===== src/hdl/class_d_pkg.sv =====
// constants, types and register map for the class d mode and fault control
package class_d_pkg;
  // system clock
  localparam int CLK_KHZ = 10000;
  localparam int CLK_NS = 100;
  // startup sequence lengths
  localparam int STARTUP_MS = 220;
  localparam int STARTUP_FAST_MS = 15;
  localparam int STARTUP_CYC = STARTUP_MS * CLK_KHZ;
  localparam int STARTUP_FAST_CYC = STARTUP_FAST_MS * CLK_KHZ;
  // oscillator rates, switching rate is oscillator / SW_DIV
  localparam int OSC_LOW_KHZ = 1200;
  localparam int OSC_FLOAT_KHZ = 1440;
  localparam int OSC_SS_KHZ = 1200;
  localparam int OSC_SS_SPAN_KHZ = 30;
  localparam int SW_DIV = 4;
  localparam int NCO_W = 16;
  localparam logic [15:0] INC_LOW = 16'(OSC_LOW_KHZ * 65536 / CLK_KHZ);
  localparam logic [15:0] INC_FLOAT = 16'(OSC_FLOAT_KHZ * 65536 / CLK_KHZ);
  localparam logic [15:0] INC_SS = 16'(OSC_SS_KHZ * 65536 / CLK_KHZ);
  localparam logic [15:0] INC_SPAN = 16'(OSC_SS_SPAN_KHZ * 65536 / CLK_KHZ);
  localparam logic [15:0] LFSR_SEED = 16'h0001;
  // external clock detection window
  localparam int EXT_WIN_NS = 10000;
  localparam int EXT_WIN_CYC = EXT_WIN_NS / CLK_NS;
  localparam int EXT_MIN_KHZ = 1000;
  localparam int EXT_MAX_KHZ = 1600;
  localparam logic [4:0] EDGES_MIN = 5'(EXT_MIN_KHZ * EXT_WIN_NS / 1000000);
  localparam logic [4:0] EDGES_MAX = 5'(EXT_MAX_KHZ * EXT_WIN_NS / 1000000);
  localparam logic [4:0] TOGGLE_EDGES = 5'h02;
  // modulator shaping
  localparam logic [8:0] MIN_PULSE = 9'h002;
  localparam int AUDIO_SHIFT = 3;
  // register map
  localparam int ADDR_W = 4;
  localparam logic [3:0] REG_VOLUME = 4'h0;
  localparam logic [3:0] REG_MODE = 4'h1;
  localparam logic [3:0] REG_STATUS = 4'h2;
  localparam logic [1:0] VOL_SEL_SPEAKER = 2'h0;
  localparam int VOL_W = 6;
  localparam logic [5:0] VOL_RESET = 6'h00;
  localparam int MODE_PWM_BIT = 0;
  localparam logic [4:0] SLAVE_BASE = 5'h12;

  typedef enum logic [1:0] {SYNC_LOW, SYNC_FLOAT, SYNC_HIGH, SYNC_CLOCKED}
    sync_mode_t;
  typedef enum logic [1:0] {ST_OFF, ST_START, ST_RUN, ST_HOT} amp_state_t;
  typedef struct packed {
    logic soft_lim;
    logic hard_lim;
    logic temp_over;
    logic temp_under;
  } fault_t;
  typedef struct packed {
    logic p;
    logic n;
    logic oe;
  } drive_t;
endpackage


===== src/hdl/class_d_ctrl.sv =====
// mode decode, switching clock, modulator and fault sequencing
//
// Local design decisions: strobed register access and the address map.
`timescale 1ns/1ns

module class_d_ctrl #(
  parameter bit FAST_VARIANT = 1'b0,
  parameter int STARTUP_CYCLES = class_d_pkg::STARTUP_CYC,
  parameter int STARTUP_FAST_CYCLES = class_d_pkg::STARTUP_FAST_CYC
) (
  input wire logic sys_clk,
  input wire logic rst_b,
  input wire logic power_down_n,
  input wire logic sync_level,
  input wire logic sync_floating,
  input wire logic serial_clk_level,
  input wire logic slave_id_strap_0,
  input wire logic slave_id_strap_1,
  input wire logic mute,
  input wire logic [5:0] vol_analog,
  input wire logic signed [7:0] audio_in,
  input wire class_d_pkg::fault_t faults,
  input wire logic [3:0] reg_addr,
  input wire logic [7:0] reg_wdata,
  input wire logic reg_wr,
  input wire logic reg_rd,
  output logic [7:0] reg_rdata,
  output class_d_pkg::drive_t amp_drive,
  output logic cascade_clock_out,
  output logic [5:0] volume_level,
  output logic serial_enable,
  output logic [6:0] slave_addr
);
  localparam int START_N = FAST_VARIANT ? STARTUP_FAST_CYCLES : STARTUP_CYCLES;
  localparam int CNT_W = $clog2(START_N + 1);
  localparam logic [CNT_W-1:0] START_LAST = CNT_W'(START_N - 1);

  class_d_pkg::sync_mode_t sync_mode_q;
  class_d_pkg::amp_state_t state_q;
  logic sync_prev_q, sync_rise, ext_ok_q, osc_edge, sw_tick, clip_q;
  logic pwm_q, classic, p_on, n_on;
  logic [6:0] win_q;
  logic [4:0] edges_q;
  logic [15:0] nco_q, inc_q, lfsr_q;
  logic [16:0] nco_sum;
  logic [8:0] ss_off, width, half, pc;
  logic [1:0] div_q;
  logic [7:0] pcnt_q, per_q, mag;
  logic [CNT_W-1:0] start_cnt_q;
  logic [5:0] vol_q;
  logic [2:0] since_q;

  // straps both low turn the serial port off; analog volume instead
  assign serial_enable = slave_id_strap_0 | slave_id_strap_1;
  assign slave_addr = {class_d_pkg::SLAVE_BASE, slave_id_strap_1,
                       slave_id_strap_0};
  assign sync_rise = sync_level & ~sync_prev_q;
  // sync pin classification over a fixed window
  always_ff @(posedge sys_clk or negedge rst_b) begin
    if (!rst_b) begin
      sync_prev_q <= 1'b0;
      win_q <= 7'h00;
      edges_q <= 5'h00;
      sync_mode_q <= class_d_pkg::SYNC_LOW;
      ext_ok_q <= 1'b0;
    end else begin
      sync_prev_q <= sync_level;
      if (win_q == 7'(class_d_pkg::EXT_WIN_CYC - 1)) begin
        win_q <= 7'h00;
        // a rise on the closing cycle opens the next count, never lost
        edges_q <= {4'h0, sync_rise};
        // two edges already means toggling; a stuck level gives none
        if (edges_q >= class_d_pkg::TOGGLE_EDGES) begin
          sync_mode_q <= class_d_pkg::SYNC_CLOCKED;
        end else if (sync_floating) begin
          sync_mode_q <= class_d_pkg::SYNC_FLOAT;
        end else if (sync_level) begin
          sync_mode_q <= class_d_pkg::SYNC_HIGH;
        end else begin
          sync_mode_q <= class_d_pkg::SYNC_LOW;
        end
        ext_ok_q <= (edges_q >= class_d_pkg::EDGES_MIN) &&
                    (edges_q <= class_d_pkg::EDGES_MAX);
      end else begin
        win_q <= win_q + 7'h01;
        if (sync_rise && edges_q != 5'h1f) begin
          edges_q <= edges_q + 5'h01;
        end
      end
    end
  end

  // internal oscillator as a phase accumulator
  assign nco_sum = {1'b0, nco_q} + {1'b0, inc_q};
  assign osc_edge = (sync_mode_q == class_d_pkg::SYNC_CLOCKED) ?
                    sync_rise : nco_sum[16];
  assign ss_off = (lfsr_q[8:0] > 9'(2 * class_d_pkg::INC_SPAN)) ?
                  lfsr_q[8:0] - 9'(2 * class_d_pkg::INC_SPAN) : lfsr_q[8:0];

  always_ff @(posedge sys_clk or negedge rst_b) begin
    if (!rst_b) begin
      nco_q <= 16'h0000;
      inc_q <= class_d_pkg::INC_LOW;
      lfsr_q <= class_d_pkg::LFSR_SEED;
    end else begin
      nco_q <= nco_sum[15:0];
      lfsr_q <= {lfsr_q[14:0], lfsr_q[15] ^ lfsr_q[13] ^ lfsr_q[12] ^
                 lfsr_q[10]};
      case (sync_mode_q)
        class_d_pkg::SYNC_LOW: inc_q <= class_d_pkg::INC_LOW;
        class_d_pkg::SYNC_FLOAT: inc_q <= class_d_pkg::INC_FLOAT;
        class_d_pkg::SYNC_HIGH: begin
          // new random rate only at period start so each cycle is whole
          if (sw_tick) begin
            inc_q <= class_d_pkg::INC_SS - class_d_pkg::INC_SPAN +
                     {7'h00, ss_off};
          end
        end
        default: inc_q <= class_d_pkg::INC_LOW;
      endcase
    end
  end

  // switching period is four oscillator edges
  assign sw_tick = osc_edge && (div_q == 2'(class_d_pkg::SW_DIV - 1));
  always_ff @(posedge sys_clk or negedge rst_b) begin
    if (!rst_b) begin
      div_q <= 2'h0;
    end else if (osc_edge) begin
      div_q <= div_q + 2'h1;
    end
  end

  always_ff @(posedge sys_clk or negedge rst_b) begin
    if (!rst_b) begin
      cascade_clock_out <= 1'b1;
    end else if (!power_down_n) begin
      cascade_clock_out <= 1'b1;
    end else if (sync_mode_q == class_d_pkg::SYNC_CLOCKED) begin
      cascade_clock_out <= sync_level;
    end else begin
      cascade_clock_out <= nco_q[15];
    end
  end

  // startup, run, thermal and hard limit sequencing
  always_ff @(posedge sys_clk or negedge rst_b) begin
    if (!rst_b) begin
      state_q <= class_d_pkg::ST_OFF;
      start_cnt_q <= '0;
    end else if (!power_down_n) begin
      state_q <= class_d_pkg::ST_OFF;
      start_cnt_q <= '0;
    end else begin
      case (state_q)
        class_d_pkg::ST_OFF: begin
          state_q <= class_d_pkg::ST_START;
          start_cnt_q <= '0;
        end
        class_d_pkg::ST_START: begin
          if (faults.temp_over) begin
            state_q <= class_d_pkg::ST_HOT;
          end else if (start_cnt_q == START_LAST) begin
            state_q <= class_d_pkg::ST_RUN;
          end else begin
            start_cnt_q <= start_cnt_q + 1'b1;
          end
        end
        class_d_pkg::ST_RUN: begin
          if (faults.temp_over) begin
            state_q <= class_d_pkg::ST_HOT;
          end else if (faults.hard_lim) begin
            // repeats for as long as the short stays
            state_q <= class_d_pkg::ST_START;
            start_cnt_q <= '0;
          end
        end
        class_d_pkg::ST_HOT: begin
          if (faults.temp_under) begin
            state_q <= class_d_pkg::ST_RUN;
          end
        end
        default: state_q <= class_d_pkg::ST_OFF;
      endcase
    end
  end

  // registers: reset only by rst_b, so power down keeps them
  always_ff @(posedge sys_clk or negedge rst_b) begin
    if (!rst_b) begin
      vol_q <= class_d_pkg::VOL_RESET;
      pwm_q <= 1'b0;
    end else if (reg_wr && serial_enable) begin
      if (reg_addr == class_d_pkg::REG_VOLUME &&
          reg_wdata[7:6] == class_d_pkg::VOL_SEL_SPEAKER) begin
        vol_q <= reg_wdata[5:0];
      end
      if (reg_addr == class_d_pkg::REG_MODE) begin
        pwm_q <= reg_wdata[class_d_pkg::MODE_PWM_BIT];
      end
    end
  end

  always_ff @(posedge sys_clk or negedge rst_b) begin
    if (!rst_b) begin
      reg_rdata <= 8'h00;
    end else if (reg_rd && reg_addr == class_d_pkg::REG_VOLUME) begin
      reg_rdata <= {2'h0, vol_q};
    end else if (reg_rd && reg_addr == class_d_pkg::REG_MODE) begin
      reg_rdata <= {7'h00, pwm_q};
    end else if (reg_rd && reg_addr == class_d_pkg::REG_STATUS) begin
      reg_rdata <= {1'b0, classic, clip_q, ext_ok_q, 2'(state_q),
                    2'(sync_mode_q)};
    end else begin
      reg_rdata <= 8'h00;
    end
  end

  // mute leaves the modulator running and silences only the level
  always_ff @(posedge sys_clk or negedge rst_b) begin
    if (!rst_b) begin
      volume_level <= 6'h00;
    end else if (mute) begin
      volume_level <= 6'h00;
    end else begin
      volume_level <= serial_enable ? vol_q : vol_analog;
    end
  end

  // modulator timing within one switching period
  always_ff @(posedge sys_clk or negedge rst_b) begin
    if (!rst_b) begin
      pcnt_q <= 8'h00;
      per_q <= 8'h00;
      clip_q <= 1'b0;
    end else begin
      if (sw_tick) begin
        pcnt_q <= 8'h00;
        per_q <= pcnt_q + 8'h01;
      end else if (pcnt_q != 8'hff) begin
        pcnt_q <= pcnt_q + 8'h01;
      end
      // a new overcurrent wins over the period-start release
      clip_q <= faults.soft_lim | (clip_q & ~sw_tick);
    end
  end

  assign classic = serial_enable ? pwm_q : serial_clk_level;
  assign mag = audio_in[7] ? 8'(-audio_in) : 8'(audio_in);
  assign width = {1'b0, mag} >> class_d_pkg::AUDIO_SHIFT;
  assign half = {1'b0, per_q} >> 1;
  assign pc = {1'b0, pcnt_q};
  always_comb begin
    if (classic) begin
      // 50% duty at zero input, outputs complementary
      p_on = audio_in[7] ? (pc + width < half) : (pc < half + width);
      n_on = ~p_on;
    end else begin
      // only the side matching the input sign widens
      p_on = pc < class_d_pkg::MIN_PULSE +
             (audio_in[7] ? 9'h000 : width);
      n_on = pc < class_d_pkg::MIN_PULSE +
             (audio_in[7] ? width : 9'h000);
    end
  end

  always_ff @(posedge sys_clk or negedge rst_b) begin
    if (!rst_b) begin
      amp_drive <= '0;
    end else if (state_q != class_d_pkg::ST_RUN || !power_down_n) begin
      amp_drive <= '0;
    end else begin
      amp_drive.oe <= 1'b1;
      amp_drive.p <= p_on & ~clip_q & ~faults.soft_lim;
      amp_drive.n <= n_on & ~clip_q & ~faults.soft_lim;
    end
  end

  // helper: oscillator edges since the last switching tick
  always_ff @(posedge sys_clk or negedge rst_b) begin
    if (!rst_b) begin
      since_q <= 3'h0;
    end else if (sw_tick) begin
      since_q <= 3'h0;
    end else if (osc_edge) begin
      since_q <= since_q + 3'h1;
    end
  end
endmodule


===== config.mk =====
export PLATFORM = sky130hd
export DESIGN_NAME = class_d_ctrl
export DESIGN_NICKNAME = d
export VERILOG_FILES = /design/src/hdl/class_d_pkg.sv /design/src/hdl/class_d_ctrl.sv
export SDC_FILE = /design/constraint.sdc
export NUM_CORES = 1
export LEC_CHECK = 0
export BUFFER_PORTS_ARGS = -buffer_cell sky130_fd_sc_hd__buf_4
export CORE_MARGIN = 8
export CORE_UTILIZATION = 23
export CTS_CLUSTER_DIAMETER = 80
export DETAILED_ROUTE_END_ITERATION = 16
export PLACE_DENSITY_LB_ADDON = 0.15
export SLEW_MARGIN = 20
export SYNTH_ARGS = -nofsm -noshare
export SYNTH_HDL_FRONTEND = slang
export SYNTH_SLANG_ARGS = --single-unit

===== constraint.sdc =====
create_clock -name sys_clk -period 3.5 [get_ports sys_clk]
set_clock_uncertainty 0.15 [all_clocks]
set_input_delay 0.525 -clock sys_clk [delete_from_list [all_inputs] [get_ports sys_clk]]
set_output_delay 0.525 -clock sys_clk [all_outputs]
set_load 0.1 [all_outputs]

# --- Word level (Yosys, flattened, before mapping) ---
# Index checks and enable logic that the tools add are counted.
word_totals:
  ff_bits: 132
  latchBits: 0
  mem_bits_rw: 0
  rom_bits: 0
  inputBits: 41
  output_inout_bits: 26
  word_cells: 141
  n_memories: 0
classes:
  n_addsub: 13
  n_mul: 0
  div_mod_pow: 0
  n_lt_le_gt_ge: 8
  eq_ne: 23
  shifts: 0
  mux: 40
  bitwise: 16
  reduce_logical: 19
ops:
  columns: ["cell", "count"]
  rows:
  - ["$mux 22", 5]
  - ["$pmux 22 s3", 1]
  - ["$pmux 16 s2", 1]
  - ["$mux 7", 4]
  - ["$mux 8", 3]
  - ["$add 22x1->22 const B", 1]
  - ["$eq 22x22->1 const B", 1]
  - ["$mux 5", 4]
  - ["$mux 2", 9]
  - ["$add 16x16->17", 1]
  - ["$lt 8x6->1", 2]
  - ["$mux 16", 1]
  - ["$ne 3x3->1 const B", 5]
  - ["$add 13x9->14 const A", 1]
  - ["$add 2x5->6 const A", 2]
  - ["$mux 6", 2]
  - ["$eq 2x2->1 const B", 5]
  - ["$add 8x5->9", 1]
  - ["$gt 9x9->1 const B", 1]
  - ["$lt 9x7->1", 1]
  - ["$mux 9", 1]
  - ["$sub 9x9->9 const B", 1]
  - ["$add 7x5->8", 1]
  - ["$add 8x1->8 const B", 1]
  - ["other kinds (33)", 64]

# --- Depth between registers and ports, before layout ---
logic_depth:
  ltp_word: 10
  mapped_depth: 16

# --- Least setup slack after synthesis ---
# No wires, ideal clock.
synth_path:
  kind: "in2reg"
  startpoint: "input audio_in[0]"
  endpoint: "register amp_drive[1] in the netlist's numbering"
  setup_ns: 0.119
  arrival_time_ns: 4.027
  required_time_ns: 3.231
  slack_ns: -0.795
  stages: 15
  cell_sequence: "or3_1 -> or3_1 -> and3_1 -> or2_2 -> fa_1 -> a21o_1 -> a21oi_1 -> nor2b_1 -> o21ai_0 -> xnor2_1 -> ha_1 -> a2111o_1 -> a31oi_1 -> a2111oi_0 -> o21a_1"
synth_via:
  elab_chain_len: 10
  word_cells_on_any_way: 15
synth_lines:
  columns: ["item", "line_no", "rtl"]
  rows:
  - ["from (decl)", "class_d_ctrl.sv:21", "input wire logic signed [7:0] audio_in,"]
  - ["$neg 8->8 (*)", "class_d_ctrl.sv:249", "assign mag = audio_in[7] ? 8'(-audio_in) : 8'(audio_in);"]
  - ["$mux 8 (*)", "class_d_ctrl.sv:249", null]
  - ["$add 8x5->9 or $add 7x5->8 (tied branches)", "class_d_ctrl.sv:256", "p_on = audio_in[7] ? (pc + width < half) : (pc < half + width);"]
  - ["$lt 9x7->1 or $lt 8x8->1 (tied branches)", "class_d_ctrl.sv:256", null]
  - ["$mux 1", "class_d_ctrl.sv:256", null]
  - ["$not 1->1", "class_d_ctrl.sv:257", "n_on = ~p_on;"]
  - ["$mux 1 (*)", "class_d_ctrl.sv:254", "if (classic) begin"]
  - ["$and 1x1->1 (*) (2 in series)", "class_d_ctrl.sv:275", "amp_drive.n <= n_on & ~clip_q & ~faults.soft_lim;"]
  - ["$mux 3 (*)", "class_d_ctrl.sv:270", "end else if (state_q != class_d_pkg::ST_RUN || !power_down_n) begin"]
  - ["to (decl)", "class_d_ctrl.sv:28", "output class_d_pkg::drive_t amp_drive,"]
# Mark *: on every way between the ends. The rest lies on a longest branch, timed or not.
# A chain may end at the register's enable or synchronous reset.

# --- Worst setup path in the final report ---
# Same ends and word-level chain as after synthesis.

==> results.py <==
metrics = {
    "global_route": {
        "antenna_found_initial": 0,
        "grt_usage_pct": 10.4,
        "grt_pass1_vias": 6168,
        "grt_max_degree": 48,
        "grt_overflow": 0,
        "grt_pass1_wl_mm": 32.6,
    },
    "final_layout": {
        "nets": 988,
        "stdcell_count": 1337,
        "fin_area_um2": 9400,
        "area_growth_pct": 25.5,
        "antenna_cells": 0,
        "drive_above_1_share_pct": 21.8,
    },
    "status": {
        "outcome": "complete, but fails checks",
        "violations": "setup timing",
    },
    "worst_setup_path": {
        "start_kind": "primary input",
        "r2r_setup_slack_ns": 0.37,
        "cp-end-kind": "flip-flop",
        "crit_type": "primary input to flip-flop",
        "arrival_ns": 3.82,
        "cp_common_cell": "or3_4",
        "required_ns": 3.65,
        "rr_worst_depth": 9,
        "cp_num_buf_inv": 1,
        "slowest_delay_ns": 0.38,
        "slowest_stage": "or3_4",
        "worstPathMaxFanout": 3,
        "crit_family": "compound AO/OA/AOI/OAI gates",
        "timing.rr.start": "inc_q[5]$_DFFE_PN1P_",
        "rr_endpoint": "inc_q[0]$_DFFE_PN0P_",
        "path_cells": "buf_6 > or3_4 > or3_4 > and3_4 > or2_4 > fa_2 > a21o_1 > a21oi_2 > nor2b_1 > o21ai_1 > xnor2_1 > ha_1 > a2111o_1 > a31oi_2 > a2111oi_2 > o21a_1",
    },
    "synthesis": {
        "synth_compound_area_share_pct": 15.4,
        "ys_ff_latch": 126,
        "netlist_area_um2": 7500,
        "yosysWarnings": 0,
        "syn_inst": 775,
        "yosysTopAreaCellShare_pct": 39.4,
        "async_flop_share_pct": 100,
        "synth_xor_area_share_pct": 7.24,
        "synth_cell_type_count": 78,
        "netlist_top_cells_area": "dfrtp_1 (39%), ha_1 (10%), xnor2_1 (4.3%), o21ai_0 (3.5%), nor2_1 (3.5%)",
        "synth_mux_area_share_pct": 1.94,
        "yosys.area.top_type": "dfrtp_1",
        "yosys.area_share.simple_pct": 18.2,
        "seq_area_frac_synth_pct": 42.2,
        "synth_top_family_by_area": "simple AND/OR/NAND/NOR gates",
        "synth_adder_area_share_pct": 11.2,
        "synth_ff_type": "dfrtp_1",
        "synth.avg_cell_area_um2": 9.67,
        "synth-edff-count": 0,
    },
    "drt": {
        "met2RoutedLength_mm": 9.61,
        "drc_errors": 0,
        "m1WireLength_mm": 9.24,
        "viasPerCell": 4.41,
        "routedWlPerCell_um": 14.5,
        "wl_met3_um": 460,
        "routed.top_layer": "met4",
        "routed_wl_mm": 19.4,
        "first_pass_iters": 4,
        "vias": 5900,
        "first_iter_violations": 271,
        "ant_nets": 0,
    },
    "die": {
        "die_h_um": 197,
        "io_pins": 67,
        "chipWidth_um": 197,
        "rows": 66,
        "fp.dieArea_um2": 38600,
        "core-area_um2": 32300,
        "start_util_pct": 23.2,
    },
    "cts": {
        "cts_tree": "built",
        "clk_pin_slew_ns": 0.06,
        "cts.sinks": 126,
        "clock-root-buffer": "clkbuf_16",
        "clock_latency_ns": 0.42,
        "clockBufferDepth": 2,
        "h-tree-depth": 4,
        "cts_inserted_buffers": 17,
    },
    "timing": {
        "max_freq_mhz": 273,
        "slew_violations": 0,
        "setup_viol_count_final": 2,
        "holdWs_ns": 0.105,
        "period_needed_ns": 3.67,
        "rsz0062_at_grt": "yes",
        "period_share_pct": 105,
        "finalHoldViolations": 0,
        "tightest_slew_ns": 0.635,
        "timing.slew.headroom_pct": 57.5,
        "setup_ws_ns": -0.166,
    },
    "power": {
        "power_density_nw_per_um2": 653,
        "seq_power_share_pct": 32.6,
        "p_int_w": 0.00390,
        "p_clk_share_pct": 28.7,
        "p_switching_w": 0.00223,
        "combinationalPowerShare_pct": 38.7,
        "swShare_pct": 36.4,
        "leakage_nw": 4.21,
        "vdd_drop_max_uv": 257,
    },
    "placement": {
        "dpl_cell_area_um2": 8730,
        "dp_hpwl_mm": 14.7,
        "dp_cells": 1301,
        "gp_congestion": 0.742,
        "portBuffers": 60,
        "dp_worst_setup_slack_ns": -0.754,
    },
    "worst_hold_path": {
        "hold_class": "primary input to flip-flop",
        "whs_path_depth": 1,
        "hold_end": "sync_prev_q$_DFF_PN0_",
        "min_from": "sync_level",
    },
    "run": {
        "drv_cap": 0,
    },
}
## synth_stat cells, types with 5 or more instances
cell type,count
xor2_1,25
nor3_1,13
a22o_1,7
ha_1,62
nor2_1,69
o21ai_0,52
and3_1,10
mux2_2,8
a31oi_1,5
clkbuf_1,13
nand3_1,31
nand2_1,63
or3_1,9
a21oi_1,46
dfrtp_1,118
nor2b_1,13
nand2b_1,9
xnor2_1,37
or2_2,7
dfstp_2,8
inv_1,36
a21o_1,12
buf_4,8
nor3b_1,6
nand4_1,10
## registers in the layout, summed over array words and instances (netlist names), 2 cells and up
| name | count |
|---|---|
| volume_level | 6 |
| pcnt_q | 8 |
| start_cnt_q | 22 |
| sync_mode_q | 2 |
| amp_drive | 3 |
| reg_rdata | 7 |
| lfsr_q | 16 |
| vol_q | 6 |
| per_q | 7 |
| inc_q | 12 |
| state_q | 2 |
| win_q | 7 |
| nco_q | 16 |
| edges_q | 5 |
| div_q | 2 |
## cell families after synthesis
group / count (synthesis)
compound gates: 177
xor+xnor: 62
fa+ha+maj: 65
buf+inv: 63
flops: 126
mux: 13
other cells: 2
simple gates: 267
## worst max-delay path by stage
stage,endpoint,startpoint,depth (start not counted),slack (ns)
floorplan,amp_drive[1]$_DFF_PN0_,audio_in[0],15,-0.49
global placement,amp_drive[1]$_DFF_PN0_,audio_in[0],16,-0.73
detailed placement,amp_drive[1]$_DFF_PN0_,audio_in[0],16,-0.75
CTS,amp_drive[1]$_DFF_PN0_,audio_in[0],16,-0.22
global route,amp_drive[1]$_DFF_PN0_,audio_in[0],16,-0.32
finish,amp_drive[1]$_DFF_PN0_,audio_in[0],16,-0.17
## area by class of cell
| cell class | count | area (um2) |
|---|---|---|
| sequential | 126 | 3160 |
| clock buffer | 19 | 443 |
| inverter | 37 | 139 |
| multi-input combinational | 592 | 4140 |
| timing repair buffer | 108 | 825 |
| tap | 442 | 553 |
| fill | 3407 | 22900 |
| clock inverter | 13 | 139 |
## metrics by stage
stage / power [W] / utilization (%) / TNS (ns)
2_1_floorplan: 0.00366 / - / -0.924
3_3_place_gp: 0.00436 / 27.1 / -1.43
3_5_place_dp: 0.00437 / 27.1 / -1.48
4_1_cts: 0.00621 / 29.0 / -0.435
5_1_grt: 0.00667 / 29.1 / -0.604
6_report: 0.00614 / 29.1 / -0.303
## power groups by stage
| stage | clock (W) | combinational [W] | sequential [W] |
|---|---|---|---|
| after detailed placement | 0 | 0.00234 | 0.00204 |
| final | 0.00176 | 0.00237 | 0.00200 |
| after global routing | 0.00189 | 0.00273 | 0.00206 |
| after global placement | 0 | 0.00233 | 0.00204 |
| after floorplan | 0 | 0.00167 | 0.00200 |
| after CTS | 0.00183 | 0.00237 | 0.00201 |
## what timing repair did
item                                    in CTS  in global routing
gates resized for setup                      3                 10
cloned                                       0                  0
buffers inserted                             2                  1
endpoints found under the hold margin       42                  0
hold buffers                                 1                  0
pin swaps                                    7                  7
endpoints found under the setup margin       2                  2
## layout by cell type, fill, tap and decap left out, drive strengths merged, types with 12 or more instances in the layout
master    n
nand2    64
a21oi    47
buf     107
xor2     25
nor2b    13
xnor2    37
nor2     71
clkbuf   19
dfrtp   118
nand3    31
ha       62
nor3     13
a21o     12
o21ai    57
inv      39
## routing by layer
layer / track usage [%] / vias to the layer above
met2: 17.5 / 56
met4: 2.44 / 0
met5: 0 / -
met3: 2.32 / 10
li1: - / 2955
met1: 13.4 / 2879
Note: power is estimated with default switching activity, not from simulation.
